<file path="src/hw/acc_regs.svh">
// register map, field positions, reset values and timing counts
`ifndef ACC_REGS_SVH
`define ACC_REGS_SVH
`define ACC_ADDR_CTRL 32'hffff0500
`define ACC_ADDR_STAT 32'hffff050c
`define ACC_ADDR_DATA 32'hffff0510
`define ACC_CTRL_RESET 16'h0600
`define ACC_CTRL_WMASK 16'h3fbf
`define ACC_BIT_TEMP 13
`define ACC_DIV_HI 12
`define ACC_DIV_LO 10
`define ACC_ACQ_HI 9
`define ACC_ACQ_LO 8
`define ACC_BIT_EN 7
`define ACC_BIT_PWR 5
`define ACC_MODE_HI 4
`define ACC_MODE_LO 3
`define ACC_TYPE_HI 2
`define ACC_TYPE_LO 0
`define ACC_STAT_READY 0
`define ACC_STAT_BUSY 1
`define ACC_STAT_PWROK 2
`define ACC_STAT_TEMP 3
`define ACC_TEMP_DIV 3'h5
`define ACC_TEMP_ACQ 2'h3
`define ACC_EXTRA_CLKS 6'h13
`define ACC_CLK_NS 4
`define ACC_PWRUP_NS 5000
`define ACC_PWRUP_CYC ((`ACC_PWRUP_NS + `ACC_CLK_NS - 1) / `ACC_CLK_NS)
`endif

</file>
<file path="src/hw/acc_pkg.sv">
// types shared by the conversion control modules
package acc_pkg;
  typedef enum logic [2:0] {
    ACC_TRIG_PIN = 3'h0,
    ACC_TRIG_FIRST_TIMER_OVERFLOW = 3'h1,
    ACC_TRIG_SECOND_TIMER_OVERFLOW = 3'h2,
    ACC_TRIG_SINGLE = 3'h3,
    ACC_TRIG_CONT = 3'h4,
    ACC_TRIG_LOGIC = 3'h5
  } acc_trig_e;
  typedef enum logic [1:0] {
    ACC_MODE_SINGLE_ENDED = 2'h0,
    ACC_MODE_DIFF = 2'h1
  } acc_mode_e;
  typedef enum logic [1:0] {
    ACC_ST_IDLE = 2'b00,
    ACC_ST_ACQ = 2'b01,
    ACC_ST_CONV = 2'b11
  } acc_state_e;
  typedef struct packed {
    logic [15:0] ctrl;
    logic [31:0] result;
    logic ready;
    acc_state_e state;
    logic [5:0] cnt;
    logic temp_act;
    logic cont_run;
    logic [10:0] pwr_cnt;
    logic pwr_ok;
    logic a_valid;
    logic a_write;
    logic a_ctrl;
    logic [31:0] rdata;
    logic pin_s1;
    logic pin_s2;
    logic pin_s3;
  } acc_top_s;
  typedef struct packed {
    logic [4:0] cnt;
  } acc_div_s;
endpackage : acc_pkg

</file>
<file path="src/hw/acc_res_if.sv">
// carrier between the sequencer and the result formatter
interface acc_res_if;
  logic [11:0] raw;
  logic diff;
  logic [31:0] word;
  modport fmt (input raw, input diff, output word);
  modport user (output raw, output diff, input word);
endinterface : acc_res_if

</file>
<file path="src/hw/acc_clkdiv.sv">
// converter clock divider producing one tick per converter clock
module acc_clkdiv (
  input wire logic hclk,
  input wire logic hresetn,
  input wire logic run,
  input wire logic [2:0] code,
  output logic tick
);
  acc_pkg::acc_div_s s;
  acc_pkg::acc_div_s n;
  logic [4:0] limit;

  always_comb begin
    // codes above 101 are reserved and run as the slowest divider
    if (code > 3'h5) begin
      limit = 5'h1f;
    end else begin
      limit = 5'((6'h01 << code) - 6'h01);
    end
    tick = run && (s.cnt >= limit);
    n = s;
    if (!run || tick) begin
      n.cnt = 5'h00;
    end else begin
      n.cnt = s.cnt + 5'h01;
    end
  end

  always_ff @(posedge hclk or negedge hresetn) begin
    if (!hresetn) begin
      s <= '0;
    end else begin
      s <= n;
    end
  end
endmodule : acc_clkdiv

</file>
<file path="src/hw/acc_fmt.sv">
// result formatter: places the code in the 32-bit result word
module acc_fmt (
  acc_res_if.fmt res
);
  logic [11:0] code;
  logic sign;

  always_comb begin
    if (res.diff) begin
      code = {~res.raw[11], res.raw[10:0]};
      sign = code[11];
    end else begin
      code = res.raw;
      sign = 1'b0;
    end
    res.word = {{4{sign}}, code, 16'h0000};
  end
endmodule : acc_fmt

</file>
<file path="src/hw/acc_ctrl.sv">
// conversion control: register file, trigger selection and sequencing
`include "acc_regs.svh"

// Function
// - single-ended results are coded as unsigned straight binary
// - differential results are coded in twos complement, signed field
// - the 12-bit result sits in bits 16 to 27 of the word
// - the top four bits of the word carry the sign
// - a conversion lasts acquisition clocks plus 19 extra clocks
// - temperature timing reverts to user timing once its result is read
// - control bit 13 selects temperature timing and masks the pin trigger
// - bits 12 to 10 divide converter clock by 1 to 32, default /2
// - bits 9 to 8 set acquisition 2 to 16 clocks, default 8
// - bit 7 must be set for a conversion to start, except a continuous restart
// - clearing bit 7 does not stop continuous conversion
// - bit 5 powers the converter; wait 5 us before converting
// - bits 4 to 3 select single-ended or differential mode
// - bits 2 to 0 choose pin, timers, software or logic trigger
// - a finished single software conversion resets the type field to 000
// - pin, logic output and timer overflows retrigger on every event that arrives while idle
module acc_ctrl (
  input wire logic hclk,
  input wire logic hresetn,
  input wire logic hsel,
  input wire logic [31:0] haddr,
  input wire logic [1:0] htrans,
  input wire logic hwrite,
  input wire logic [2:0] hsize,
  input wire logic [31:0] hwdata,
  input wire logic hready,
  output logic hreadyout,
  output logic [31:0] hrdata,
  output logic hresp,
  input wire logic external_trigger_pin,
  input wire logic first_timer_overflow,
  input wire logic second_timer_overflow,
  input wire logic logic_array_trigger,
  input wire logic temp_channel_sel,
  input wire logic [11:0] core_result,
  output logic core_power,
  output logic core_diff,
  output logic core_tick,
  output logic core_acquire,
  output logic core_convert,
  output logic result_ready
);
  acc_pkg::acc_top_s s;
  acc_pkg::acc_top_s n;
  acc_res_if res ();

  logic [2:0] div_code;
  logic [1:0] acq_code;
  logic [5:0] acq_len;
  logic [2:0] ctype;
  logic enable;
  logic powered;
  logic pin_rise;
  logic trig;
  logic start;
  logic tick;
  logic busy;
  logic take;
  logic rd_data;
  logic [15:0] wr_val;

  acc_clkdiv u_div (
    .hclk(hclk),
    .hresetn(hresetn),
    .run(busy),
    .code(div_code),
    .tick(tick)
  );

  acc_fmt u_fmt (
    .res(res.fmt)
  );

  assign res.raw = core_result;
  assign res.diff = (s.ctrl[`ACC_MODE_HI:`ACC_MODE_LO] ==
    acc_pkg::ACC_MODE_DIFF);

  always_comb begin
    ctype = s.ctrl[`ACC_TYPE_HI:`ACC_TYPE_LO];
    enable = s.ctrl[`ACC_BIT_EN];
    powered = s.ctrl[`ACC_BIT_PWR];
    busy = (s.state != acc_pkg::ACC_ST_IDLE);
    // temperature timing overrides the user fields while active
    if (s.ctrl[`ACC_BIT_TEMP] || s.temp_act) begin
      div_code = `ACC_TEMP_DIV;
      acq_code = `ACC_TEMP_ACQ;
    end else begin
      div_code = s.ctrl[`ACC_DIV_HI:`ACC_DIV_LO];
      acq_code = s.ctrl[`ACC_ACQ_HI:`ACC_ACQ_LO];
    end
    acq_len = 6'((7'h02 << acq_code));
    pin_rise = s.pin_s2 && !s.pin_s3;
    trig = 1'b0;
    unique case (ctype)
      acc_pkg::ACC_TRIG_PIN: begin
        trig = pin_rise && !s.ctrl[`ACC_BIT_TEMP];
      end
      acc_pkg::ACC_TRIG_FIRST_TIMER_OVERFLOW: begin
        trig = first_timer_overflow;
      end
      acc_pkg::ACC_TRIG_SECOND_TIMER_OVERFLOW: begin
        trig = second_timer_overflow;
      end
      acc_pkg::ACC_TRIG_SINGLE: begin
        trig = 1'b1;
      end
      acc_pkg::ACC_TRIG_CONT: begin
        trig = 1'b1;
      end
      acc_pkg::ACC_TRIG_LOGIC: begin
        trig = logic_array_trigger;
      end
      default: begin
        trig = 1'b0;
      end
    endcase
    // continuous mode keeps restarting even after the enable clears
    start = !busy && powered &&
      ((enable && trig) || s.cont_run);
    take = hsel && htrans[1] && hready;
    rd_data = take && !hwrite && (haddr == `ACC_ADDR_DATA);
    wr_val = hwdata[15:0] & `ACC_CTRL_WMASK;
  end

  always_comb begin
    n = s;
    // pin synchroniser and edge history
    n.pin_s1 = external_trigger_pin;
    n.pin_s2 = s.pin_s1;
    n.pin_s3 = s.pin_s2;

    // power-up settling count
    if (!powered) begin
      n.pwr_cnt = 11'h000;
      n.pwr_ok = 1'b0;
    end else if (s.pwr_cnt >= 11'(`ACC_PWRUP_CYC - 1)) begin
      n.pwr_ok = 1'b1;
    end else begin
      n.pwr_cnt = s.pwr_cnt + 11'h001;
    end

    // continuous run state
    if (!powered || ctype != acc_pkg::ACC_TRIG_CONT) begin
      n.cont_run = 1'b0;
    end else if (enable) begin
      n.cont_run = 1'b1;
    end

    // conversion sequencer
    unique case (s.state)
      acc_pkg::ACC_ST_IDLE: begin
        if (start) begin
          n.state = acc_pkg::ACC_ST_ACQ;
          n.cnt = 6'h00;
          if (temp_channel_sel) begin
            n.temp_act = 1'b1;
          end
        end
      end
      acc_pkg::ACC_ST_ACQ: begin
        if (tick) begin
          if (s.cnt + 6'h01 >= acq_len) begin
            n.state = acc_pkg::ACC_ST_CONV;
            n.cnt = 6'h00;
          end else begin
            n.cnt = s.cnt + 6'h01;
          end
        end
      end
      acc_pkg::ACC_ST_CONV: begin
        if (tick) begin
          if (s.cnt + 6'h01 >= `ACC_EXTRA_CLKS) begin
            n.state = acc_pkg::ACC_ST_IDLE;
            n.cnt = 6'h00;
            n.result = res.word;
            n.ready = 1'b1;
            if (ctype == acc_pkg::ACC_TRIG_SINGLE) begin
              n.ctrl[`ACC_TYPE_HI:`ACC_TYPE_LO] = 3'h0;
            end
          end else begin
            n.cnt = s.cnt + 6'h01;
          end
        end
      end
      default: begin
        n.state = acc_pkg::ACC_ST_IDLE;
      end
    endcase

    // power down abandons a conversion in flight
    if (!powered) begin
      n.state = acc_pkg::ACC_ST_IDLE;
      n.cnt = 6'h00;
    end

    // reading the result clears ready unless the conversion phase ends now
    if (rd_data) begin
      if (!(s.state == acc_pkg::ACC_ST_CONV && n.state ==
          acc_pkg::ACC_ST_IDLE)) begin
        n.ready = 1'b0;
      end
      if (!(s.state == acc_pkg::ACC_ST_IDLE && start &&
          temp_channel_sel)) begin
        n.temp_act = 1'b0;
      end
    end

    // bus data phase: control write
    if (s.a_valid && s.a_write && s.a_ctrl) begin
      n.ctrl = wr_val;
    end

    // bus address phase
    n.a_valid = take;
    n.a_write = hwrite;
    n.a_ctrl = (haddr == `ACC_ADDR_CTRL);
    n.rdata = 32'h0000_0000;
    if (take && !hwrite) begin
      if (haddr == `ACC_ADDR_CTRL) begin
        n.rdata = {16'h0000, n.ctrl};
      end else if (haddr == `ACC_ADDR_STAT) begin
        n.rdata[`ACC_STAT_READY] = s.ready;
        n.rdata[`ACC_STAT_BUSY] = busy;
        n.rdata[`ACC_STAT_PWROK] = s.pwr_ok;
        n.rdata[`ACC_STAT_TEMP] = s.temp_act;
      end else if (haddr == `ACC_ADDR_DATA) begin
        n.rdata = s.result;
      end
    end
  end

  always_ff @(posedge hclk or negedge hresetn) begin
    if (!hresetn) begin
      s <= '0;
      s.ctrl <= `ACC_CTRL_RESET;
      s.state <= acc_pkg::ACC_ST_IDLE;
    end else begin
      s <= n;
    end
  end

  assign hreadyout = 1'b1;
  assign hresp = 1'b0;
  assign hrdata = s.rdata;
  assign core_power = powered;
  assign core_diff = res.diff;
  assign core_tick = tick;
  assign core_acquire = (s.state == acc_pkg::ACC_ST_ACQ);
  assign core_convert = (s.state == acc_pkg::ACC_ST_CONV);
  assign result_ready = s.ready;
endmodule : acc_ctrl

</file>
<file path="config.mk">
export PLATFORM = sky130hd
export DESIGN_NAME = acc_ctrl
export DESIGN_NICKNAME = d
export VERILOG_FILES = /design/src/hw/acc_pkg.sv /design/src/hw/acc_res_if.sv /design/src/hw/acc_clkdiv.sv /design/src/hw/acc_fmt.sv /design/src/hw/acc_ctrl.sv
export VERILOG_INCLUDE_DIRS = /design/src /design/src/hw
export SDC_FILE = /design/constraint.sdc
export NUM_CORES = 1
export LEC_CHECK = 0
export BUFFER_PORTS_ARGS = -buffer_cell sky130_fd_sc_hd__buf_4
export CAP_MARGIN = 10
export CORE_AREA = 4 4 119 121
export CTS_BUF_LIST = sky130_fd_sc_hd__clkbuf_16
export DETAILED_ROUTE_END_ITERATION = 16
export DIE_AREA = 0 0 123 125
export PLACE_DENSITY = 0.65
export SKIP_LAST_GASP = 1
export SYNTH_ARGS = -nofsm -noshare
export SYNTH_HDL_FRONTEND = slang
export SYNTH_SLANG_ARGS = --single-unit
</file>
<file path="constraint.sdc">
create_clock -name hclk -period 5.8 [get_ports hclk]
set_clock_uncertainty 0.05 [all_clocks]
set_input_delay 0.29 -clock hclk [delete_from_list [all_inputs] [get_ports hclk]]
set_output_delay 0.29 -clock hclk [all_outputs]
set_load 0.02 [all_outputs]
</file>
==> impl_metrics.csv, run 1 <==
group,metric,value,unit
synthesis,syn_area_per_cell,10.8,um^2
floorplanning,die_x,123,um
final_layout,syn2layout_area_growth,22.4,%
final_layout,nets,603,
critical_path,cp-startpoint,"s[106]$_DFF_PN0_",
timing,final_hold_viol_count,0,
drt,drt_iter0_markers,251,
floorplanning,io_pins,131,
synthesis,synth-seq-cells,92,
critical_path,slowest_delay,0.64,ns
synthesis,yosysSeqAreaShare,51.2,%
hold_path,min_path_type,"in2reg",
synthesis,synth_nets,527,
final_layout,drive_gt1_share,32.9,%
timing,post-route-min-period,3.33,ns
drt,drtPass1Iterations,4,
critical_path,cp-start-kind,"flip-flop",
critical_path,cp_max_fo,18,
final_layout,final_cell_area,5500,um^2
timing,rsz0062_at_grt,"no",
pwr,power,1310,uW
clocking,postCtsResizedCells,0,
place,gp_congestion,0.809,
drt,routed_wl,9720,um
synthesis,synth_edf_count,0,
critical_path,cp_slowest_cell,"a211o_1",
global_route,grt_overflow,0,
synthesis,synth.cell_area,4500,um^2
timing,fin_crit_sh,57.4,%
place,placed_cell_area,5220,um^2
outcome,status,"complete, no violations",
drt,drcViolationCount,0,
synthesis,yosysTopAreaCell,"dfrtp_1",
drt,avgRoutedWirePerCell,14.4,um
critical_path,cpMostUsedCell,"a21oi_1",
place,portBuffers,105,
place,hpwl,7250,um
timing,slew_viol_final,0,
clocking,clkLatencyLatePin,0.34,ns
pwr,comb_power_share,8.8,%
clocking,cts_buffers,9,
synthesis,synth-async-reset-ratio,100,%
synthesis,synth.area.top_cells,"dfrtp_1 (50%), buf_4 (5.7%), ha_1 (5.3%)",
floorplanning,start_util,34.4,%
timing,tightest_slew,0.994,ns
pwr,p_int,1000,uW
floorplanning,die_area,15400,um^2
critical_path,r2r-start,"s[106]$_DFF_PN0_",
global_route,grt_max_degree,82,
timing,slew_headroom,33.7,%
drt,vias,3159,
synthesis,synthFlopType,"dfrtp_1",
pwr,p_seq_share,51.3,%
synthesis,yosys_warnings,0,
timing,setup_violations,0,
floorplanning,die_h,125,um
pwr,vdd_drop_max,0.146,mV
final_layout,antennaDiodeCount,0,
critical_path,path_cells,"or2_2, a211oi_1, ha_1, a21oi_1, o21ai_0, a21oi_1, a211o_1, nor4bb_1, o32ai_1",
synthesis,yosys.cell_types.count,57,
drt,ant_nets,0,
pwr,p_switching,312,uW
critical_path,critPathKind,"reg2reg",
critical_path,crit_required,5.97,ns
critical_path,cp-end-kind,"flip-flop",
clocking,h-tree-depth,3,
clocking,clkTransAtPathRegs,0.06,ns
pwr,p_per_area,239,nW/um^2
floorplanning,coreArea,13100,um^2
clocking,root_buffer,"clkbuf_16",
clocking,post-cts-setup-buffers,0,
global_route,grt_usage,13.1,%
clocking,cts_buffer_depth,2,
global_route,antenna_found_initial,0,
timing,clock.fmax,0.300,GHz
synthesis,synth_top_area_share,50.1,%
global_route,grt_pass1_vias,3250,
pwr,p_leak,0.00273,uW
pwr,switching_share,23.7,%
timing,fin_setup_tns,0,ns
global_route,grt_pass1_wl,15800,um
floorplanning,fp-row-count,42,
critical_path,arrival,3.50,ns
synthesis,synth_cells,417,
drt,viasPerCell,4.69,
job,maxCapViolCount,0,
pwr,pwr-share-clk,40.0,%
hold_path,worstHoldStart,"hwrite",
clocking,cts_sinks,92,
clocking,cts_tree,"done",
## power groups by stage
| stage | clock network, uW | registers, uW | logic [uW] |
|---|---|---|---|
| floorplan | 0 | 681 | 51.9 |
| global placement | 0 | 683 | 113 |
| detailed placement | 0 | 684 | 116 |
| CTS | 544 | 673 | 117 |
| global route | 571 | 675 | 130 |
| finish | 525 | 673 | 115 |
## cells in the mapped netlist, types with 4 or more instances
cell type and count:
a211oi_1 4, a21oi_1 8, and2b_2 9, and3_1 11, buf_4 34, clkbuf_1 6
dfrtp_1 90, ha_1 19, inv_1 29, mux2_2 21, mux2i_1 4, nand2_1 20
nand3_1 12, nand4_1 12, nor2_1 37, nor2b_1 7, nor3_1 8, nor4_1 6
o21ai_0 9, xnor2_1 9, xor2_1 5
## area by class of cell
cell class / count / area (um^2)
clock buffer: 9 / 225
clock inverter: 7 / 43.8
fill: 1210 / 7580
inverter: 29 / 109
multi-input combinational: 253 / 1790
sequential: 92 / 2300
tap: 176 / 220
timing repair buffer: 108 / 816
## metal layers
metal  track usage, %  vias to the layer above  share of wire, %
li1                 -                     1558                 -
met1             15.5                     1533                42
met2             22.1                       56                51
met3             3.66                       12               5.2
met4             5.28                        0               1.6
met5                0                        -                 0
## stage by stage
stage          instances  setup WS, ns  utilization [%]  hold WS (ns)
6_report             674          2.47             42.1        0.0402
5_1_grt              674          2.26             42.1        0.0302
4_1_cts              674          2.45             42.1        0.0246
3_5_place_dp         656          2.47             39.9        0.0944
3_3_place_gp         656          2.58             39.9        0.0892
2_1_floorplan        417          2.97                -       -0.0556
## registers in the layout, summed over array words and instances, names as in the netlist
signal,cells
n,2
enable,1
ctype,3
core_power,1
result_ready,1
u_div.s,5
s,50
hrdata,29
## placed cells by master, fill, tap and decap left out, types with 3 or more instances in the layout
master      instances
a211oi_1            4
a21boi_0            3
a21oi_1             8
and2b_2             9
and3_1             11
and3_2              3
buf_4             106
clkbuf_16           9
clkinvlp_4          3
dfrtp_1            90
ha_1               19
inv_1              29
mux2_2             21
mux2i_1             4
nand2_1            20
nand3_1            12
nand4_1            12
nor2_1             37
nor2b_1             7
nor3_1              8
nor4_1              6
o21a_1              3
o21ai_0             9
o22ai_1             3
o31ai_1             3
or2_2               3
xnor2_1             9
xor2_1              5
## worst max-delay path: cells and delay by family, from the launching register on
family / cells / cell delay, ns
compound gates: 6 / 1.93
fa+ha+maj: 1 / 0.29
flops: 1 / 0.40
simple gates: 2 / 0.54
## final timing paths
path / end / slack, ns / depth (start not counted)
max: hrdata[1]$_DFF_PN0_ / 2.47 / 9
min: s[36]$_DFF_PN0_ / 0.04 / 1
max reg2reg: hrdata[1]$_DFF_PN0_ / 2.47 / 9
min reg2reg: n[0]$_DFF_PN0_ / 0.31 / 0
max in group asynchronous: hrdata[16]$_DFF_PN0_ / 4.22 / 3
min in group asynchronous: hrdata[24]$_DFF_PN0_ / 0.28 / 2
## what timing repair did
item                                    CTS  global route
hold endpoints to repair                 12             0
endpoints found under the setup margin    0             0
hold buffers                              2             0
## cells by family after synthesis
group	after synthesis	share of synthesized area, %
AO/OA/AOI/OAI	48	7.34
other	2	0.167
flip-flops	92	51.2
multiplexers	25	6.15
XOR/XNOR	14	2.73
AND/OR/NAND/NOR	145	18.0
adder cells (fa/ha/maj)	19	5.29
buffers and inverters	72	9.07
Power figures use the tool's default switching activity.
==> inputs of run 2 (changes only) <==
--- a/config.mk
+++ b/config.mk
@@ -6,13 +6,14 @@
 export SDC_FILE = /design/constraint.sdc
 export NUM_CORES = 1
 export LEC_CHECK = 0
+export ABC_AREA = 1
 export BUFFER_PORTS_ARGS = -buffer_cell sky130_fd_sc_hd__buf_4
 export CAP_MARGIN = 10
-export CORE_AREA = 4 4 119 121
+export CORE_AREA = 4 4 122 124
 export CTS_BUF_LIST = sky130_fd_sc_hd__clkbuf_16
 export DETAILED_ROUTE_END_ITERATION = 16
-export DIE_AREA = 0 0 123 125
-export PLACE_DENSITY = 0.65
+export DIE_AREA = 0 0 126 128
+export PLACE_DENSITY = 0.66
 export SKIP_LAST_GASP = 1
 export SYNTH_ARGS = -nofsm -noshare
 export SYNTH_HDL_FRONTEND = slang
==> constraint.sdc (replaced) <==
create_clock -name hclk -period 2.8 [get_ports hclk]
set_clock_uncertainty 0.05 [all_clocks]
set_input_delay 0.14 -clock hclk [delete_from_list [all_inputs] [get_ports hclk]]
set_output_delay 0.14 -clock hclk [all_outputs]
set_load 0.02 [all_outputs]
==> run 2 against run 1 <==
  * Utilization is 1.4 points higher
  * Wire length is 14% higher
  * Hold slack worse by 0.032 ns
  * Critical path depth is 10 higher
  * Via count is 22% higher
  * Register-to-register slack worse by 2.2 ns
  * Synthesized area is 5.1% higher
  * Sequential power is 98% higher
  * Combinational power is 24% higher
  * Critical path type unchanged
  * Largest cell class unchanged
  * Largest power group unchanged
==> impl_metrics.csv, run 2 <==
group,metric,value,unit
outcome,status,"complete, no violations",
synthesis,synth_top_area_share,47.6,%
global_route,grt_max_degree,93,
floorplanning,die_h,128,um
floorplanning,coreArea,13800,um^2
synthesis,yosysSeqAreaShare,48.7,%
clocking,post-cts-setup-buffers,0,
clocking,cts_buffers,9,
final_layout,final_cell_area,5980,um^2
floorplanning,start_util,34.3,%
synthesis,synth_top_family_by_area,"simple AND/OR/NAND/NOR gates",
final_layout,layout_common_cells,"nand2_1 (149), buf_4 (110), dfrtp_1 (90)",
job,maxCapViolCount,0,
drt,vias,3848,
global_route,grt_usage,14.4,%
critical_path,slowest_delay,0.41,ns
place,placed_cell_area,5490,um^2
drt,drt_iter0_markers,280,
timing,post-route-min-period,2.49,ns
timing,setup_violations,0,
final_layout,drive_gt1_share,24.4,%
final_layout,layoutNonFillerInstCount,844,
clocking,cts_buffer_depth,2,
floorplanning,die_x,126,um
timing,fin_crit_sh,88.8,%
synthesis,synth.area.top_cells,"dfrtp_1 (48%), nand2_1 (12%), buf_4 (5.6%)",
floorplanning,die_area,16100,um^2
global_route,antenna_found_initial,0,
critical_path,cp_max_fo,6,
timing,slew_viol_final,0,
final_layout,final_common_cell,"nand2_1",
final_layout,nets,768,
critical_path,cpMostUsedCell,"nand2_1",
drt,drcViolationCount,0,
synthesis,synth_top_cells_by_count,"nand2_1 (149), dfrtp_1 (90), inv_1 (68), nor2_1 (49), buf_4 (35)",
synthesis,synth.cell_area,4730,um^2
global_route,grt_overflow,0,
synthesis,synth_nets,672,
global_route,grt_pass1_wl,19000,um
final_layout,multi_input_area,1860,um^2
pwr,p_leak,0.00322,uW
synthesis,synth-simple-area-share,26.3,%
critical_path,cp-start-kind,"flip-flop",
global_route,grt_pass1_vias,3989,
critical_path,crit_required,2.99,ns
critical_path,cp-end-kind,"flip-flop",
synthesis,synth_cells,562,
place,hpwl,8210,um
final_layout,regArea,2300,um^2
final_layout,syn2layout_area_growth,26.5,%
synthesis,yosysMostFrequentCell,"nand2_1",
synthesis,synthFlopType,"dfrtp_1",
floorplanning,io_pins,131,
synthesis,yosysTopAreaCell,"dfrtp_1",
synthesis,synth-seq-cells,92,
final_layout,top_register,"s",
clocking,h-tree-depth,3,
final_layout,fill_cells,1344,
clocking,root_buffer,"clkbuf_16",
timing,clock.fmax,0.402,GHz
pwr,p_per_area,445,nW/um^2
critical_path,arrival,2.67,ns
floorplanning,fp-row-count,43,
synthesis,synth_compound_area_share,5.82,%
place,portBuffers,105,
drt,ant_nets,0,
final_layout,finish.utilization,43.4,%
synthesis,synth-async-reset-ratio,100,%
drt,routed_wl,11100,um
synthesis,muxShareOfSynthArea,0,%
clocking,cts_tree,"done",
place,place_inst,809,
clocking,clkTransAtPathRegs,0.07,ns
synthesis,yosys.cell_types.count,37,
drt,viasPerCell,4.56,
final_layout,largest_reg_flops,50,
place,gp_congestion,0.910,
critical_path,crit_buf_inv,3,
critical_path,critPathKind,"reg2reg",
drt,avgRoutedWirePerCell,13.2,um
pwr,vdd_drop_max,0.375,mV
synthesis,syn_area_per_cell,8.41,um^2
synthesis,synth_edf_count,0,
critical_path,cp_slowest_cell,"dfrtp_1",
drt,drtPass1Iterations,5,
synthesis,yosys_warnings,0,
clocking,cts_sinks,92,
hold_path,min_path_type,"in2reg",
critical_path,path_cells,"nor2_1, inv_2, nor2_2, inv_1, o31ai_1, ha_1, nand2_1, clkinv_1, nand2_1, nor2_1, nor2_1, nor2_1, nand2_2, nor2_4, nand2_1, nand3_1, nand2_1, nand2_1, nand2_1",
synthesis,synthAdderAreaFrac,5.03,%
clocking,clkLatencyLatePin,0.35,ns
synthesis,synth_xor_area_share,1.67,%
timing,final_hold_viol_count,0,
critical_path,cp_top_family,"simple AND/OR/NAND/NOR gates",
[run 2: changes by cell type after synthesis, sizes merged, moves of 13 or more]
| cell | change |
|---|---|
| nand2 | +131 |
| inv | +42 |
| nor2 | +24 |
| mux2 | -21 |
| o21ai | +19 |
| and3 | -14 |
| nand3 | +13 |
[run 2: cell families (layout without fill, tap and decap cells)]
| kind of cell | after synthesis | in the layout |
|---|---|---|
| xor+xnor | 9 | 9 |
| fa+ha+maj | 19 | 19 |
| compound gates | 51 | 51 |
| flops | 92 | 92 |
| simple gates | 272 | 272 |
| other cells | 2 | 3 |
| buf+inv | 117 | 218 |
[run 2: worst register-to-register path, stage by stage (launching register included)]
cell and delay [ns]:
dfrtp_1 0.41, nor2_1 0.12, inv_2 0.08, nor2_2 0.13, inv_1 0.09, o31ai_1 0.08, ha_1 0.19, nand2_1 0.06
clkinv_1 0.05, nand2_1 0.05, nor2_1 0.17, nor2_1 0.08, nor2_1 0.17, nand2_2 0.12, nor2_4 0.15, nand2_1 0.09
nand3_1 0.07, nand2_1 0.07, nand2_1 0.08, nand2_1 0.06
[run 2: per-stage QoR]
step	hold slack [ns]	setup slack, ns	power, uW	setup TNS, ns
finish	0.00812	0.314	2660	0
detailed placement	0.183	0.191	1480	0
CTS	0.00127	0.168	2700	0
global route	0.0210	-0.0155	2760	-0.0312
floorplan	-0.206	0.371	1380	0
global placement	0.172	0.340	1480	0
[run 2: final timing paths]
kind,startpoint,to,slack [ns],cells after the start
max,s[51]$_DFF_PN0_,hrdata[0]$_DFF_PN0_,0.31,19
min,hwdata[4],s[97]$_DFF_PN0_,0.008,3
max reg2reg,s[51]$_DFF_PN0_,hrdata[0]$_DFF_PN0_,0.31,19
min reg2reg,n[1]$_DFF_PN0_,n[0]$_DFF_PN0_,0.31,0
max in group asynchronous,hresetn,s[102]$_DFF_PN1_,1.96,3
min in group asynchronous,hresetn,hrdata[20]$_DFF_PN0_,0.32,3
[run 2: timing repair]
| item | 4_1_cts | 5_1_grt |
|---|---|---|
| hold buffers | 18 | 0 |
| endpoints found under the hold margin | 107 | 0 |
| endpoints found under the setup margin | 0 | 8 |
| gates resized for setup | 0 | 6 |
[run 2: area by class of cell]
type,instances,share of cell area (%)
flip-flops and latches,92,38.5
multi-input cells,353,31.1
repair buffers,129,17.2
inverters,73,4.58
clock buffers,9,3.77
well taps,180,3.77
clock inverters,7,1.05
diodes,1,0.0418
[run 2: routing by layer]
metal / global-route usage (%) / routed length [um] / vias up
met5: 0 / 0 / -
met2: 23.6 / 5410 / 123
met4: 6.12 / 252 / 0
met3: 4.21 / 720 / 19
li1: - / - / 1919
met1: 17.9 / 4740 / 1787
[run 2: power breakdown]
group,switching [uW],internal (uW),leakage [uW]
Sequential,1.07,1330,0.00117
Combinational,59.2,83.7,0.00190
Clock,563,624,0.000145
==> inputs of run 3 (changes only) <==
--- a/config.mk
+++ b/config.mk
@@ -11,6 +11,7 @@
 export CAP_MARGIN = 10
 export CORE_AREA = 4 4 122 124
 export CTS_BUF_LIST = sky130_fd_sc_hd__clkbuf_16
+export CTS_CLUSTER_SIZE = 14
 export DETAILED_ROUTE_END_ITERATION = 16
 export DIE_AREA = 0 0 126 128
 export PLACE_DENSITY = 0.66
==> constraint.sdc (replaced) <==
create_clock -name hclk -period 2.8 [get_ports hclk]
set_clock_uncertainty 0.05 [all_clocks]
set_input_delay 0.7 -clock hclk [delete_from_list [all_inputs] [get_ports hclk]]
set_output_delay 0.7 -clock hclk [all_outputs]
set_load 0.02 [all_outputs]
==> run 3 against run 2 <==
  * Clock-buffer cell count did not move
  * Clock power fell by 3%
  * Cell area fell by 2.7%
  * Sequential share of layout area rose by 1.1 points
  * Combinational power fell by 14%
  * Highest routed layer unchanged
==> impl_metrics.csv, run 3 (synthesis gave the netlist of run 2 again) <==
group,metric,value,unit
global_route,grt_pass1_wl,17900,um
critical_path,r2r-end,"s[55]$_DFFE_PN0P_",
clocking,clkTransAtPathRegs,0.07,ns
final_layout,nets,752,
pwr,switching_share,22.8,%
critical_path,cpMostUsedCell,"nor2_2",
final_layout,finish.utilization,42.3,%
floorplanning,fp-row-count,43,
clocking,cts_tree,"done",
critical_path,regToRegSetupSlack,0.34,ns
floorplanning,die_area,16100,um^2
final_layout,multi_input_area,1870,um^2
place,gp_congestion,0.911,
drt,drtPass1Iterations,4,
final_layout,regArea,2300,um^2
timing,post-route-min-period,2.79,ns
timing,slew_viol_final,0,
critical_path,crit_cells,13,
floorplanning,io_pins,131,
job,maxCapViolCount,0,
critical_path,crit_required,2.05,ns
timing,rsz0062_at_grt,"yes",
final_layout,top_register,"s",
final_layout,largest_reg_flops,50,
place,place_inst,809,
global_route,antenna_found_initial,0,
critical_path,crit_buf_inv,4,
floorplanning,die_h,128,um
critical_path,cp-start-kind,"flip-flop",
pwr,vdd_drop_max,0.394,mV
critical_path,path_cells,"nor2_2, inv_2, nor2_4, inv_2, o31ai_2, ha_1, nand2_1, clkinv_1, nand2_1, nor2_1, nor2_2, nor2_2, buf_6",
final_layout,fill_cells,1378,
critical_path,arrival,2.04,ns
global_route,grt_overflow,0,
final_layout,final_common_cell,"nand2_1",
critical_path,cp-end-kind,"primary output",
pwr,pwr-share-clk,44.2,%
final_layout,antennaDiodeCount,0,
clocking,cts_buffer_depth,2,
drt,ant_nets,0,
floorplanning,coreArea,13800,um^2
timing,final_hold_viol_count,0,
critical_path,r2r-start,"s[51]$_DFF_PN0_",
drt,vias,3760,
clocking,root_buffer,"clkbuf_16",
outcome,status,"complete, no violations",
clocking,h-tree-depth,3,
pwr,p_leak,0.00314,uW
place,hpwl,8260,um
critical_path,slowest_delay,0.40,ns
pwr,p_per_area,449,nW/um^2
clocking,cts_hold_buffers,0,
global_route,grt_pass1_vias,3824,
place,portBuffers,105,
pwr,comb_power_share,4.7,%
timing,tightest_slew,0.612,ns
final_layout,layoutNonFillerInstCount,827,
floorplanning,start_util,34.3,%
floorplanning,die_x,126,um
drt,viasPerCell,4.55,
critical_path,cp_top_family,"simple AND/OR/NAND/NOR gates",
clocking,cts_sinks,92,
global_route,grt_max_degree,46,
timing,setup_violations,0,
critical_path,cp_max_fo,3,
drt,avgRoutedWirePerCell,12.9,um
final_layout,syn2layout_area_growth,23.1,%
final_layout,drive_gt1_share,25.8,%
critical_path,cp_slowest_cell,"dfrtp_1",
drt,drcViolationCount,0,
clocking,cts_buffers,9,
critical_path,critPathKind,"reg2out",
critical_path,rr_worst_depth,16,
timing,slew_headroom,59.2,%
pwr,p_int,2010,uW
pwr,p_switching,596,uW
pwr,p_seq_share,51.1,%
timing,fin_crit_sh,99.5,%
drt,routed_wl,10700,um
timing,clock.fmax,0.359,GHz
drt,drt_iter0_markers,157,
hold_path,min_path_type,"in2async",
clocking,clkLatencyLatePin,0.34,ns
global_route,grt_usage,13.5,%
final_layout,layout_common_cells,"nand2_1 (149), buf_4 (111), dfrtp_1 (90)",
run 3: repair_timing:
item                       4_1_cts  5_1_grt
buffers inserted                 2        0
setup endpoints to repair        1        3
pin swaps                        4        0
gates resized for setup          9        2
run 3: power groups by stage:
stage | sequential [uW] | combinational [uW] | clock, uW
6_report | 1330 | 123 | 1150
5_1_grt | 1330 | 137 | 1240
4_1_cts | 1330 | 127 | 1180
3_5_place_dp | 1360 | 127 | 0
3_3_place_gp | 1360 | 124 | 0
2_1_floorplan | 1360 | 16.9 | 0
run 3: stage by stage:
| step | instance area, um^2 | TNS, ns | setup slack (ns) | power, uW | hold slack [ns] |
|---|---|---|---|---|---|
| final | 5820 | 0 | 0.0135 | 2610 | 0.230 |
| after global routing | 5820 | -0.186 | -0.186 | 2710 | 0.248 |
| after CTS | 5810 | -0.00831 | -0.00831 | 2640 | 0.239 |
| after detailed placement | 5490 | 0 | 0.146 | 1490 | 0.294 |
| after global placement | 5490 | 0 | 0.194 | 1480 | 0.293 |
| after floorplan | 4730 | 0 | 0.371 | 1380 | 0.281 |
run 3: layer usage:
layer | part of all wire, % | GRT usage, % | vias to the layer above | wire, um
li1 | - | - | 1885 | -
met1 | 44 | 17.2 | 1760 | 4670
met2 | 48 | 22.3 | 103 | 5150
met3 | 6.7 | 4.38 | 12 | 719
met4 | 1.1 | 3.47 | 0 | 112
met5 | 0 | 0 | - | 0
run 3: cell type report:
type	count	area share, %
Clock buffer	9	3.87
Clock inverter	7	0.989
Inverter	73	4.71
Multi-Input combinational cell	353	32.1
Sequential cell	92	39.6
Tap cell	180	3.87
Timing Repair Buffer	113	14.9
run 3: worst max-delay path by stage:
stage / startpoint / endpoint / slack (ns)
final: s[51]$_DFF_PN0_ / core_tick / 0.01
after floorplan: s[51]$_DFF_PN0_ / s[79]$_DFFE_PN0P_ / 0.37
after CTS: s[51]$_DFF_PN0_ / core_tick / -0.008
after global placement: s[51]$_DFF_PN0_ / core_tick / 0.19
after global routing: s[51]$_DFF_PN0_ / core_tick / -0.19
after detailed placement: s[51]$_DFF_PN0_ / core_tick / 0.15
run 3: worst reg2reg max path, stage by stage (launching register included):
cell,delay (ns)
dfrtp_1,0.40
nor2_2,0.13
inv_2,0.07
nor2_4,0.11
inv_2,0.07
o31ai_2,0.06
ha_1,0.18
nand2_1,0.05
clkinv_1,0.05
nand2_1,0.05
nor2_1,0.17
o21ai_1,0.12
o21ai_0,0.10
nand2_1,0.07
a21oi_1,0.27
nand3_1,0.23
o21ai_0,0.22
